[config.mk]
export PLATFORM = sky130hd
export DESIGN_NAME = csda_core
export DESIGN_NICKNAME = d
export VERILOG_FILES = /design/src/csda_pkg.sv /design/src/csda_qphase.sv /design/src/csda_core.sv
export SDC_FILE = /design/constraint.sdc
export NUM_CORES = 1
export LEC_CHECK = 0
export BUFFER_PORTS_ARGS = -buffer_cell sky130_fd_sc_hd__buf_2
export CAP_MARGIN = 25
export CORE_UTILIZATION = 40
export DETAILED_ROUTE_END_ITERATION = 8
export HOLD_SLACK_MARGIN = 0.15
export PLACE_DENSITY = 0.66
export SKIP_LAST_GASP = 1
export SYNTH_ARGS = -nofsm -noshare
export SYNTH_HDL_FRONTEND = slang
export SYNTH_SLANG_ARGS = --single-unit
[constraint.sdc]
create_clock -name sys_clk -period 1.89 [get_ports sys_clk]
set_clock_uncertainty 0.2 [all_clocks]
set_input_delay 0.189 -clock sys_clk [delete_from_list [all_inputs] [get_ports sys_clk]]
set_output_delay 0.189 -clock sys_clk [all_outputs]
set_load 0.005 [all_outputs]
[src/csda_pkg.sv]
package csda_pkg;

    // instruction kinds held by the execute stage
    typedef enum logic [1:0] {
        CSDA_OP_NONE,
        CSDA_OP_CMP_LT,
        CSDA_OP_DAA
    } csda_op_type;

    typedef enum logic [1:0] {
        CSDA_ST_IDLE,
        CSDA_ST_EXEC,
        CSDA_ST_FLUSH
    } csda_state_type;

    // instruction encodings
    localparam logic [6:0]  CMP_LT_OPCODE  = 7'h30;
    localparam int          CMP_OPC_MSB    = 15;
    localparam int          CMP_OPC_LSB    = 9;
    localparam int          ACCESS_BIT_POS = 8;
    localparam logic [15:0] DAA_WORD       = 16'h0007;

    // decimal adjust figures
    localparam logic [3:0]  BCD_DIGIT_MAX  = 4'h9;
    localparam logic [3:0]  BCD_FIX        = 4'h6;

    // instruction cycle phases
    localparam logic [1:0]  PH_Q1          = 2'h0;
    localparam logic [1:0]  PH_Q2          = 2'h1;
    localparam logic [1:0]  PH_Q3          = 2'h2;
    localparam logic [1:0]  PH_Q4          = 2'h3;

    // discarded words after a taken skip
    localparam logic [1:0]  FLUSH_ONE      = 2'h1;
    localparam logic [1:0]  FLUSH_TWO      = 2'h2;

    localparam logic [7:0]  RST_BYTE       = 8'h00;
    localparam logic [1:0]  RST_COUNT      = 2'h0;

endpackage : csda_pkg

[src/csda_qphase.sv]
`timescale 1ns/10ps
module csda_qphase
    import csda_pkg::*;
(
    input  wire logic       sys_clk,
    input  wire logic       srst,
    output logic [1:0]      phase,
    output logic            q1_en,
    output logic            q2_en,
    output logic            q3_en,
    output logic            q4_en
);
    logic [1:0] phase_ff;

    always_ff @(posedge sys_clk) begin
        if (srst) begin
            phase_ff <= RST_COUNT;
        end else begin
            phase_ff <= phase_ff + 2'h1;
        end
    end

    assign phase = phase_ff;
    assign q1_en = (phase_ff == PH_Q1);
    assign q2_en = (phase_ff == PH_Q2);
    assign q3_en = (phase_ff == PH_Q3);
    assign q4_en = (phase_ff == PH_Q4);

endmodule : csda_qphase

[src/csda_core.sv]
// Summary of operation
// - compare-skip-if-less tests whether the file register is below the accumulator, unsigned.
// - the compare is a subtraction whose result is dropped and no flag is touched.
// - compare-skip-if-less carries an 8-bit file address 0 to 255 and a one-bit bank access bit.
// - when the register is not less, execution simply continues with the next instruction.
// - a taken skip discards the fetched word and spends a full four-phase no-op cycle on it.
// - a taken skip over a two-word instruction makes the compare take three cycles in all.
// - decimal adjust is one word, works only on the accumulator and has no operands.
// - decimal adjust adds 6 to the low nibble when it is above 9 or digit carry is set.
`timescale 1ns/10ps
module csda_core
    import csda_pkg::*;
(
    input  wire logic        sys_clk,
    input  wire logic        srst,
    input  wire logic        instr_valid,
    input  wire logic [15:0] instr_word,
    input  wire logic        next_two_word,
    input  wire logic [7:0]  file_data,
    input  wire logic [7:0]  w_in,
    input  wire logic        carry_in,
    input  wire logic        digit_carry_flag,
    output logic             q1_ff,
    output logic             file_rd_ff,
    output logic [7:0]       file_addr_ff,
    output logic             bank_access_ff,
    output logic             skip_ff,
    output logic             nop_cycle_ff,
    output logic             w_wr_ff,
    output logic [7:0]       w_res_ff,
    output logic             carry_wr_ff,
    output logic             carry_res_ff
);
    function automatic logic is_cmp_lt(input logic [15:0] word);
        is_cmp_lt = (word[CMP_OPC_MSB:CMP_OPC_LSB] == CMP_LT_OPCODE);
    endfunction : is_cmp_lt

    // returns {carry, adjusted byte}
    function automatic logic [8:0] daa_calc(input logic [7:0] w,
                                            input logic       c,
                                            input logic       dc);
        logic [8:0] lo_sum;
        logic       hi_fix;
        lo_sum = {1'b0, w};
        if ((w[3:0] > BCD_DIGIT_MAX) || dc) begin
            lo_sum = lo_sum + {5'h00, BCD_FIX};
        end
        hi_fix = (lo_sum[7:4] > BCD_DIGIT_MAX) || c || lo_sum[8];
        if (hi_fix) begin
            daa_calc = {1'b1, lo_sum[7:4] + BCD_FIX, lo_sum[3:0]};
        end else begin
            daa_calc = {c, lo_sum[7:0]};
        end
    endfunction : daa_calc

    logic [1:0]     phase;
    logic           q1_en;
    logic           q2_en;
    logic           q3_en;
    logic           q4_en;
    csda_state_type state_ff;
    csda_op_type    op_ff;
    logic [7:0]     cmp_data_ff;
    logic [1:0]     flush_left_ff;
    logic           reg_less;
    logic [8:0]     daa_res;

    csda_qphase u_qphase (
        .sys_clk (sys_clk),
        .srst    (srst),
        .phase   (phase),
        .q1_en   (q1_en),
        .q2_en   (q2_en),
        .q3_en   (q3_en),
        .q4_en   (q4_en)
    );

    // unsigned: register is below the accumulator
    assign reg_less = (cmp_data_ff < w_in);
    assign daa_res  = daa_calc(w_in, carry_in, digit_carry_flag);

    always_ff @(posedge sys_clk) begin
        if (srst) begin
            q1_ff <= 1'b0;
        end else begin
            q1_ff <= (phase == PH_Q4);
        end
    end

    // decode at Q1; other words belong to other execute units
    always_ff @(posedge sys_clk) begin
        if (srst) begin
            state_ff       <= CSDA_ST_IDLE;
            op_ff          <= CSDA_OP_NONE;
            file_addr_ff   <= RST_BYTE;
            bank_access_ff <= 1'b0;
        end else begin
            case (state_ff)
                CSDA_ST_IDLE: begin
                    if (q1_en && instr_valid && is_cmp_lt(instr_word)) begin
                        state_ff       <= CSDA_ST_EXEC;
                        op_ff          <= CSDA_OP_CMP_LT;
                        file_addr_ff   <= instr_word[7:0];
                        bank_access_ff <= instr_word[ACCESS_BIT_POS];
                    end else if (q1_en && instr_valid && instr_word == DAA_WORD) begin
                        state_ff <= CSDA_ST_EXEC;
                        op_ff    <= CSDA_OP_DAA;
                    end
                end
                CSDA_ST_EXEC: begin
                    if (q4_en) begin
                        op_ff <= CSDA_OP_NONE;
                        if (skip_ff) begin
                            state_ff <= CSDA_ST_FLUSH;
                        end else begin
                            state_ff <= CSDA_ST_IDLE;
                        end
                    end
                end
                CSDA_ST_FLUSH: begin
                    if (q4_en && flush_left_ff == FLUSH_ONE) begin
                        state_ff <= CSDA_ST_IDLE;
                    end
                end
                default: begin
                    state_ff <= CSDA_ST_IDLE;
                end
            endcase
        end
    end

    // Q2 read strobe and data capture
    always_ff @(posedge sys_clk) begin
        if (srst) begin
            file_rd_ff  <= 1'b0;
            cmp_data_ff <= RST_BYTE;
        end else begin
            file_rd_ff <= q1_en && state_ff == CSDA_ST_IDLE && instr_valid
                          && is_cmp_lt(instr_word);
            if (file_rd_ff) begin
                cmp_data_ff <= file_data;
            end
        end
    end

    // skip decided in Q3, visible through Q4; no flag write on compare
    always_ff @(posedge sys_clk) begin
        if (srst) begin
            skip_ff <= 1'b0;
        end else begin
            skip_ff <= q3_en && state_ff == CSDA_ST_EXEC && op_ff == CSDA_OP_CMP_LT
                       && reg_less;
        end
    end

    // a two-word successor costs a second dead cycle
    always_ff @(posedge sys_clk) begin
        if (srst) begin
            flush_left_ff <= RST_COUNT;
            nop_cycle_ff  <= 1'b0;
        end else if (q4_en && skip_ff) begin
            flush_left_ff <= next_two_word ? FLUSH_TWO : FLUSH_ONE;
            nop_cycle_ff  <= 1'b1;
        end else if (q4_en && state_ff == CSDA_ST_FLUSH) begin
            flush_left_ff <= flush_left_ff - 2'h1;
            nop_cycle_ff  <= (flush_left_ff != FLUSH_ONE);
        end
    end

    // write W and carry in Q4; digit carry is left alone
    always_ff @(posedge sys_clk) begin
        if (srst) begin
            w_wr_ff      <= 1'b0;
            w_res_ff     <= RST_BYTE;
            carry_wr_ff  <= 1'b0;
            carry_res_ff <= 1'b0;
        end else begin
            w_wr_ff     <= q3_en && state_ff == CSDA_ST_EXEC && op_ff == CSDA_OP_DAA;
            carry_wr_ff <= q3_en && state_ff == CSDA_ST_EXEC && op_ff == CSDA_OP_DAA;
            if (q3_en && op_ff == CSDA_OP_DAA) begin
                w_res_ff     <= daa_res[7:0];
                carry_res_ff <= daa_res[8];
            end
        end
    end
endmodule : csda_core

==> Yosys cells after proc, flatten, opt, wreduce, memory -nomap -nowiden <==
Cells that the tools add are included.
{ "word_totals": {"regBits": 39, "in_bits": 38, "wordCells": 75} }
{ "op_classes": {"n_addsub": 4, "n_lt_le_gt_ge": 3, "n_eq_ne": 13, "n_mux": 17, "n_reduce_logical": 24} }
{ "ops": {"columns": ["op", "count"], "rows": [
  ["2-bit two-way mux", 11],
  ["9-bit two-way mux", 2],
  ["16-bit by 3-bit == test with 1-bit output, second input constant", 1],
  ["1-bit logical AND", 14],
  ["8-bit by 3-bit adder with 9-bit output, second input constant", 1],
  ["2-bit == test, second input constant", 4],
  ["4-bit greater-than comparator, second input constant", 2],
  ["8-bit less-than comparator", 1],
  ["7-bit by 6-bit == test with 1-bit output, second input constant", 1],
  ["2-bit by 1-bit == test with 1-bit output, second input constant", 3],
  ["2-bit one-hot mux with 3 select lines", 1],
  ["3-bit AND reduction", 2],
  ["4-bit by 3-bit adder with 4-bit output, second input constant", 1],
  ["2-bit logical NOT", 2],
  ["2-bit inequality test, second input constant", 2],
  ["2-bit one-hot mux with 2 select lines", 1],
  ["2-bit nonzero test", 2],
  ["1-bit logical OR", 3],
  ["3-bit inequality test, second input constant", 1],
  ["2-bit by 1-bit adder with 2-bit output, second input constant", 1],
  ["1-bit two-way mux", 2],
  ["2-bit by 1-bit inequality test with 1-bit output, second input constant", 1],
  ["2-bit AND reduction", 1],
  ["2-bit by 1-bit subtractor with 2-bit output, second input constant", 1]
]} }

==> Longest topological paths before layout <==
Gate-level depths: netlist of run 1.
{ "depth": {"word_depth": 7, "mapped_depth": 8, "mapped_depth_nobuf": 7} }

==> By module <==
A second synthesis of run 1 with hierarchy kept.
{ "hier_totals": {"cells_unflattened": 228, "area_unflattened_um2": 2049.5} }
{ "modules_own_cells": {"columns": ["module", "instances", "cells_each", "area_each_um2", "seq_area_each_um2"], "rows": [
  ["csda_core", 1, 218, 1941.9, 740.7],
  ["csda_qphase", 1, 10, 107.6, 40.0]
]} }

==> Worst setup path before layout of run 1 <==
OpenSTA, ideal clock, no wires.
{ "synth_timing": {"kind": "input port to flip-flop", "start": "input w_in[1]", "end": "register w_res_ff[5]", "setup_ns": 0.060, "t_arrival_ns": 1.828, "slack_ns": -0.198, "stages": 7, "n_path_buf": 0, "cell_sequence": "inv_1 > ha_1 > or4b_4 > o311a_1 > a32oi_2 > or3_1 > o2111a_1"} }
{ "synth_via": {"elab_chain_len": 7, "word_cells_on_any_way": 9, "cone_classes": "add/sub: 2; order compare: 2; mux: 2; reduce/logical: 3"} }
{ "synth_lines": {"columns": ["item", "line", "text"], "rows": [
  ["start, declared", "csda_core.sv:20", "input wire logic [7:0] w_in,"],
  ["parallel branches: the longest is 2 deep, another holds 8-bit by 3-bit adder with 9-bit output", null, null],
  ["9-bit two-way mux (*)", "csda_core.sv:45", "if ((w[3:0] > BCD_DIGIT_MAX) || dc) begin"],
  ["4-bit greater-than comparator", "csda_core.sv:48", "hi_fix = (lo_sum[7:4] > BCD_DIGIT_MAX) || c || lo_sum[8];"],
  ["1-bit logical OR (2 in a row)", "csda_core.sv:48", null],
  ["9-bit two-way mux (*)", "csda_core.sv:49", "if (hi_fix) begin"],
  ["end signal, assigned", "csda_core.sv:181", "w_res_ff <= daa_res[7:0];"],
  ["end, declared", "csda_core.sv:30", "output logic [7:0] w_res_ff,"]
]} }
Mark *: on every way between the ends.
A chain may end at the register's enable or synchronous reset.

==> Worst setup path after layout of run 1 <==
{ "layout_timing": {"start": "input w_in[1]", "end": "register w_res_ff[6]"} }
The elaborated chain is that of the path after synthesis.

==> reports/metrics.cfg, run 1 <==
[status]
status=completed

[yosys]
synth_edf_count=0
ys_ff_latch=39
synth_commonest_cells=39 x dfxtp_1, 30 x nor2_1, 18 x mux2i_1, 18 x nand2_1, 14 x inv_1
synth_area_um2=2090
synth_seq_area_share_pct=37.37
synth.most_common_cell=dfxtp_1
synth-main-ff-cell=dfxtp_1
yosysWarnings=0
synthesis.instances=233
async_flop_share_pct=0
synth_fp_nets=283
yosysTopAreaCell=dfxtp_1
synth_top_area_share_pct=37.37
syn_area_per_cell_um2=8.968
ys_top_cells_by_area=dfxtp_1 37%, mux2i_1 8.6%, ha_1 7.2%, nor2_1 5.4%, nand2_1 3.2%
ys_types=54

[min_path]
holdPathStages=4
hp-class=primary input to flip-flop
whs_endpoint=w_res_ff[4]
min_from=w_in[4]

[routing]
drcViolationCount=0
drt_iter0_drc=93
vias_per_cell=4.971
route.final.wire_length_mm=5.034
num_vias=2023
wl_per_cell_um=12.37
detail-route-antenna-nets=0
first_pass_iters=4

[cts]
post_cts_buffers=0
cts_buffers=5
htree_levels=2
clockBufferDepth=2
cts_root_buffer=clkbuf_8
clock-sinks=39
clock_latency_ns=0.29
cts.clk_slew.worst_paths_ns=0.08
cts_tree=done

[die]
design.core.area_um2=4880
ios=62
start_util_pct=42.82
die_h_um=74.28
row_count=25
die_w_um=74.28
dieArea_um2=5517

[timing]
finalSetupViolations=0
max-slew-margin-rel_pct=65.02
slew_violations=0
fin_crit_ns=1.802
timing.hold.ws_ns=0.1554
rsz0062_at_grt=true
fin_crit_sh_pct=95.32
worst_pin_slew_ns=0.5239
finalHoldViolCount=0
max_freq_mhz=555.1

[worst_setup_path]
r2r-start=u_qphase.phase[0]
required_ns=1.89
r2r-end=state_ff[0]
arrival_ns=1.80
cp_max_fo=4
path_class=primary input to flip-flop
reg2reg_depth=6
cp-start-kind=primary input
cp-end-kind=flip-flop
r2r_slack_ns=0.14

[pwr]
p_clk_share_pct=34.4
power_frac_seq_pct=50.9
p_total_mw=1.632
leakage_nw=1.278
p_int_mw=1.240
vdd_drop_max_uv=433.6
power_switching_mw=0.3917
power_density_nw_per_um2=556.3
comb_power_share_pct=14.7
p_sw_share_pct=24.01

[layout]
utilization_pct=60.10
drive_gt1_share_pct=31.18
fin_cells=407
nets=390
fillers=447
design_area_um2=2933
area_growth_pct=40.36
antennaDiodeCount=0

[run]
maxCapViolCount=0

[grt]
track_usage_pct=19.82
use_met3_pct=4.201
antenna_found_initial=0
grt_pass1_wl_mm=8.335
gr-usage-met1_pct=25.08
grt-ovfl-total=0
grt_busiest_layer=met2
met2_usage_pct=33.43
grt_pass1_vias=1862
grt_max_degree=24

[placement]
port_buffers=61
routabilityCongestion=0.8716
dp_hpwl_mm=3.586
dp.cells=374
postPlaceCellArea_um2=2571

==> through the flow <==
stage	setup WS, ns	TNS [ns]
floorplan	0.01203	0
global placement	-0.1668	-1.449
detailed placement	-0.1973	-1.784
CTS	0.05263	0
global route	-0.0003899	-0.0003899
finish	0.08843	0
==> sequential cells by signal, summed over array words and instances, names as in the netlist, 2 cells and up <==
register        count
cmp_data_ff         8
file_addr_ff        8
flush_left_ff       2
op_ff               2
state_ff            2
u_qphase.phase      2
w_res_ff            8
==> power groups by stage <==
| stage | Clock (mW) | Combinational (mW) | Sequential, mW |
|---|---|---|---|
| 2_1_floorplan | 0 | 0.107 | 0.848 |
| 3_3_place_gp | 0 | 0.193 | 0.849 |
| 3_5_place_dp | 0 | 0.195 | 0.849 |
| 4_1_cts | 0.577 | 0.237 | 0.830 |
| 5_1_grt | 0.610 | 0.263 | 0.831 |
| 6_report | 0.562 | 0.239 | 0.830 |
==> worst max-delay path: stages <==
cell	delay (ns)
buf_2	0.11
inv_2	0.05
ha_4	0.15
or4b_4	0.51
or3_1	0.32
a21oi_1	0.15
nor3_1	0.08
a311oi_1	0.24
==> routing by layer <==
metal  wire [um]  up-vias
met5           0        -
met4          71        0
met3         217        6
met2        2299       51
met1        2445      912
li1            -     1054
==> kinds of logic after synthesis <==
logic type | count (synthesis) | synth area share (%)
adders and majority gates | 12 | 7.185
DFF | 39 | 37.37
buffers and inverters | 25 | 7.604
AOI/OAI and AO/OA | 47 | 15.75
xor gates and xnor gates | 3 | 1.258
muxes | 18 | 8.623
and+or+nand+nor | 89 | 22.22
==> layout by cell type, fill, tap and decap left out, drive strengths merged, types with 3 or more instances in the layout <==
cell type,netlist,routed
o21ai,12,12
nand2,18,18
clkbuf,5,6
nor3,8,8
dlygate4sd3,0,26
ha,12,12
nand3,3,3
inv,14,14
dfxtp,39,39
nor2,30,30
mux2i,18,18
nand4,6,6
a211oi,4,4
xnor2,3,3
buf,4,84
nand2b,3,3
a21oi,11,11
==> timing repair <==
action,4_1_cts,5_1_grt
endpoints found under the hold margin,30,0
resized for setup,0,4
endpoints found under the setup margin,0,4
hold buffers,26,0
==> layout make-up <==
cell class,count,area (um^2),area share [%]
inverter,15,56.30,1.920
timing repair buffer,110,738.2,25.17
clock buffer,6,82.58,2.816
sequential,39,782.0,26.66
tap,67,83.83,2.858
clock inverter,1,5.005,0.1706
multi-input combinational,169,1185,40.40
==> worst max path at each step <==
| stage | startpoint | endpoint | slack, ns |
|---|---|---|---|
| after floorplan | w_in[2] | w_res_ff[5] | 0.01 |
| after global placement | w_in[1] | w_res_ff[5] | -0.17 |
| after detailed placement | instr_word[7] | state_ff[0] | -0.20 |
| after CTS | instr_word[8] | state_ff[0] | 0.05 |
| after global routing | instr_word[8] | state_ff[0] | -0.0004 |
| final | w_in[1] | w_res_ff[6] | 0.09 |
Note: power is estimated with default switching activity, not from simulation.
==> run 2, diff against run 1 <==
- REMOVE_ABC_BUFFERS: unset -> 1
- clock period: 1.89 -> 1.46 ns (I/O delays scaled with it)
==> run 2 against run 1 <==
  * The flow now finishes with violations (negative setup slack)
  * Clock power grew 36%
  * Register-to-register slack lost 0.42 ns
  * First-iteration DRC count grew 40%
  * Final area grew 17%
  * Sequential cell count is the same
  * Combinational power grew 79%
  * Routed wire length grew 26%
  * Critical path type is now flip-flop to flip-flop
  * Largest power group unchanged
==> reports/metrics.cfg, run 2 (synthesis results as in run 1) <==
[grt]
grt_pass1_vias=2101
grt-ovfl-total=0
grt_max_degree=18
track_usage_pct=23.06
grt_pass1_wl_mm=9.549
antenna_found_initial=0

[cts]
clock-sinks=39
clock_latency_ns=0.30
cts.clk_slew.worst_paths_ns=0.09
clockBufferDepth=2
htree_levels=2
cts_buffers=5
cts_root_buffer=clkbuf_8
cts_tree=done

[worst_setup_path]
cp_num_buf_inv=2
cp_max_fo=5
slowest_stage=dfxtp_2
path_cells=inv_2 > ha_4 > nand2_4 > nor3_4 > and4_4 > buf_12 > mux2i_1 > nor2_1
cp_top_family=simple AND/OR/NAND/NOR gates
r2r-start=u_qphase.phase[0]
critical-path-max-stage-delay_ns=0.33
required_ns=1.46
cp-start-kind=flip-flop
r2r-end=file_addr_ff[2]
path_class=flip-flop to flip-flop
r2r_slack_ns=-0.28
arrival_ns=1.74
reg2reg_depth=8
cp-end-kind=flip-flop

[routing]
first_pass_iters=4
num_vias=2272
drcViolationCount=0
wl_per_cell_um=14.46
vias_per_cell=5.199
drt_iter0_drc=130
route.final.wire_length_mm=6.321
detail-route-antenna-nets=0

[die]
ios=62
die_h_um=74.28
start_util_pct=42.82
row_count=25
dieArea_um2=5517
design.core.area_um2=4880
die_w_um=74.28

[timing]
max_freq_mhz=573.6
finalSetupViolations=24
max-slew-margin-rel_pct=76.37
layout_setup_ws_ns=-0.2834
fin_crit_sh_pct=119.4
fin_crit_ns=1.743
timing.hold.ws_ns=0.1510
rsz0062_at_grt=true
worst_pin_slew_ns=0.3521
slew_violations=0
finalHoldViolCount=0

[min_path]
whs_endpoint=state_ff[0]
hp-class=primary input to flip-flop
holdPathStages=4
min_from=instr_word[10]

[layout]
mostFrequentLayoutCells=58 x buf_2, 42 x buf_4, 37 x dfxtp_1
drive_gt1_share_pct=43.78
area_growth_pct=64.31
antennaDiodeCount=0
reg.largest.list=cmp_data_ff (8), file_addr_ff (8), w_res_ff (8)
design_area_um2=3433
utilization_pct=70.36
nets=419
layout_commonest_cell=buf_2
fillers=392

[pwr]
p_total_mw=2.268
vdd_drop_max_uv=534.5
leakage_nw=1.523
power_density_nw_per_um2=660.7

[status]
violations=negative setup slack
status=finished with violations

[placement]
port_buffers=61
postPlaceCellArea_um2=2704
dp_hpwl_mm=4.018
routabilityCongestion=0.9040

[run]
maxCapViolCount=0

==> run 2: timing repair <==
action                                  CTS  global route
gates resized for setup                  39            30
gates cloned                              1             1
pin swaps                                25            12
endpoints found under the setup margin   21            28
hold buffers                             27             0
endpoints found under the hold margin    37             0
buffers inserted                          4             3
==> run 2: metal layers <==
layer / routed length [um] / track usage [%] / vias up
li1: - / - / 1122
met1: 2682 / 28.83 / 1043
met2: 3091 / 38.18 / 90
met3: 390 / 4.336 / 17
met4: 157 / 11.32 / 0
met5: 0 / 0 / -
==> run 2: cell type report <==
class | instances | area (um^2) | share of cell area, %
Clock buffer | 5 | 68.82 | 2.004
Timing Repair Buffer | 138 | 1030 | 29.99
Sequential cell | 39 | 783.3 | 22.81
Inverter | 15 | 61.31 | 1.786
Multi-Input combinational cell | 170 | 1381 | 40.23
Tap cell | 67 | 83.83 | 2.442
Clock inverter | 3 | 25.02 | 0.7289
==> run 2: worst max path at each step <==
stage,startpoint,slack (ns),depth (start not counted),endpoint
final,u_qphase.phase[0],-0.28,8,file_addr_ff[2]
after global routing,u_qphase.phase[0],-0.36,8,file_addr_ff[2]
after CTS,w_in[1],-0.24,8,w_res_ff[5]
after detailed placement,w_in[1],-0.77,8,w_res_ff[5]
after global placement,w_in[1],-0.70,8,w_res_ff[5]
after floorplan,w_in[1],-0.58,7,w_res_ff[5]
==> run 2: stage by stage <==
step	std cells	TNS (ns)	setup slack [ns]
finish	437	-4.076	-0.2834
global route	437	-5.925	-0.3561
CTS	433	-3.093	-0.2438
detailed placement	393	-9.732	-0.7680
global placement	393	-9.320	-0.6999
floorplan	223	-7.784	-0.5847
==> run 2: where the power goes <==
group          switching (mW)  total [mW]  internal, mW
registers             0.00360        1.07          1.07
logic                   0.199       0.429         0.230
clock network           0.424       0.765         0.341
total                   0.626        2.27          1.64
==> run 2: worst min-delay path, cell delays in order <==
cell	delay, ns
buf_2	0.15
o41ai_4	0.10
a31oi_4	0.16
a2111oi_2	0.06
==> run 3, diff against run 2 <==
- CTS_BUF_LIST: unset -> sky130_fd_sc_hd__clkbuf_4 sky130_fd_sc_hd__clkbuf_8
- SYNTH_HIERARCHICAL: unset -> 1
==> run 3 against run 2 <==
  * The flow still finishes with violations (negative setup slack)
  * Routed wire length down 2.5%
  * Clock-buffer cell count unchanged
  * Register-to-register slack better by 0.06 ns
  * Sequential power about the same
  * Synthesized area down 2.5%
  * Critical endpoint is now file_addr_ff[4]
  * Highest routed layer unchanged
==> reports/metrics.cfg, run 3 <==
[status]
status=finished with violations
violations=negative setup slack

[die]
die_h_um=73.36
dieArea_um2=5382
design.core.area_um2=4817
ios=62
row_count=25
start_util_pct=42.29
die_w_um=73.36

[layout]
multi_input_area_um2=1334
layout_commonest_cell=buf_2
reg.largest.list=cmp_data_ff (8), file_addr_ff (8), w_res_ff (8)
utilization_pct=70.00
regArea_um2=785.8
fin_cells=431
drive_gt1_share_pct=44.23
antennaDiodeCount=0
mostFrequentLayoutCells=58 x buf_2, 48 x buf_4, 36 x nor2_1
area_growth_pct=65.54
nets=413
fillers=404

[routing]
detail-route-antenna-nets=0
num_vias=2213
vias_per_cell=5.135
drcViolationCount=0
first_pass_iters=4
wl_per_cell_um=14.30
route.final.wire_length_mm=6.163
drt_iter0_drc=95

[timing]
max_freq_mhz=595.3
rsz0062_at_grt=true
setup_tns_ns=-2.950
fin_crit_ns=1.680
fin_crit_sh_pct=115.1
worst_pin_slew_ns=0.3148
finalHoldViolCount=0
layout_setup_ws_ns=-0.2199
max-slew-margin-rel_pct=78.68
finalSetupViolations=21
slew_violations=0

[grt]
grt-ovfl-total=0
grt_pass1_wl_mm=9.515
track_usage_pct=23.12
antenna_found_initial=0
grt_max_degree=27
grt_pass1_vias=2132

[worst_setup_path]
r2r_slack_ns=-0.22
path_class=flip-flop to flip-flop
cp-end-kind=flip-flop
reg2reg_depth=7
r2r-end=file_addr_ff[4]
r2r-start=u_qphase/phase[1]
required_ns=1.46
cp_max_fo=4
critical-path-max-stage-delay_ns=0.34
arrival_ns=1.68
path_cells=inv_2 > ha_4 > nand2_4 > nor3_4 > and4_4 > mux2i_1 > nor2_1
slowest_stage=dfxtp_2
cp-start-kind=flip-flop

[placement]
dp_hpwl_mm=3.834
routabilityCongestion=0.8686
dp_slack_ns=-0.5292
dp.cells=385
port_buffers=61

[min_path]
hp-class=primary input to flip-flop
whs_endpoint=file_rd_ff
holdPathStages=5
min_from=instr_word[10]

[cts]
cts_root_buffer=clkbuf_8
clock_latency_ns=0.30
cts_tree=done
clockBufferDepth=2
htree_levels=2
clock-sinks=39
cts_buffers=5
cts.clk_slew.worst_paths_ns=0.08

[yosys]
syn_area_per_cell_um2=8.973
synthesis.instances=227
yosysWarnings=6
synth_area_um2=2037

[pwr]
power_density_nw_per_um2=717.4
leakage_nw=1.477
vdd_drop_max_uv=482.9

[run]
maxCapViolCount=0

==> run 3: per-stage QoR <==
stage / hold WS [ns] / power (mW) / area (um^2)
floorplan: 0.01269 / 1.199 / 1974
global placement: 0.1793 / 1.382 / 2684
global route: 0.1634 / 2.511 / 3372
detailed placement: 0.1867 / 1.384 / 2684
CTS: 0.1298 / 2.388 / 3198
finish: 0.1620 / 2.419 / 3372
==> run 3: where the power goes <==
part,internal [mW],leakage [nW],switching (mW)
clock network,0.509,0.0581,0.414
logic,0.227,1.10,0.193
registers,1.07,0.316,0.00470
==> run 3: worst max path at each step <==
stage	start	endpoint	slack (ns)
CTS	u_qphase/phase[0]	file_addr_ff[5]	-0.22
global route	u_qphase/phase[0]	file_addr_ff[3]	-0.27
global placement	instr_word[9]	file_addr_ff[2]	-0.44
floorplan	w_in[1]	w_res_ff[5]	-0.44
finish	u_qphase/phase[1]	file_addr_ff[4]	-0.22
detailed placement	w_in[1]	w_res_ff[5]	-0.53
==> run 3: final cells by class <==
cell class,count,share of cell area (%)
multi-input combinational,163,39.55
timing repair buffer,139,29.57
sequential,39,23.30
tap,67,2.486
clock buffer,5,2.041
inverter,15,1.744
clock inverter,3,1.299
==> run 3: layer usage <==
| metal | part of all wire [%] | global-route usage (%) | routed length, um |
|---|---|---|---|
| met1 | 43 | 26.21 | 2636 |
| met2 | 52 | 42.08 | 3231 |
| met3 | 3.9 | 5.624 | 239 |
| met4 | 0.89 | 8.120 | 55 |
| met5 | 0 | 0 | 0 |
==> run 3: repair_timing <==
item,4_1_cts,5_1_grt
hold buffers,27,0
endpoints found under the setup margin,23,27
resized for setup,34,29
hold endpoints to repair,35,0
gates cloned,1,0
pin swaps,19,17
buffers inserted,3,7
==> run 3: critical path: cells and delay by family, from the launching register on <==
family / cells / cell delay [ns]
adder cells (fa/ha/maj): 1 / 0.14
buffers and inverters: 1 / 0.06
flip-flops: 1 / 0.34
multiplexers: 1 / 0.23
AND/OR/NAND/NOR: 4 / 0.61
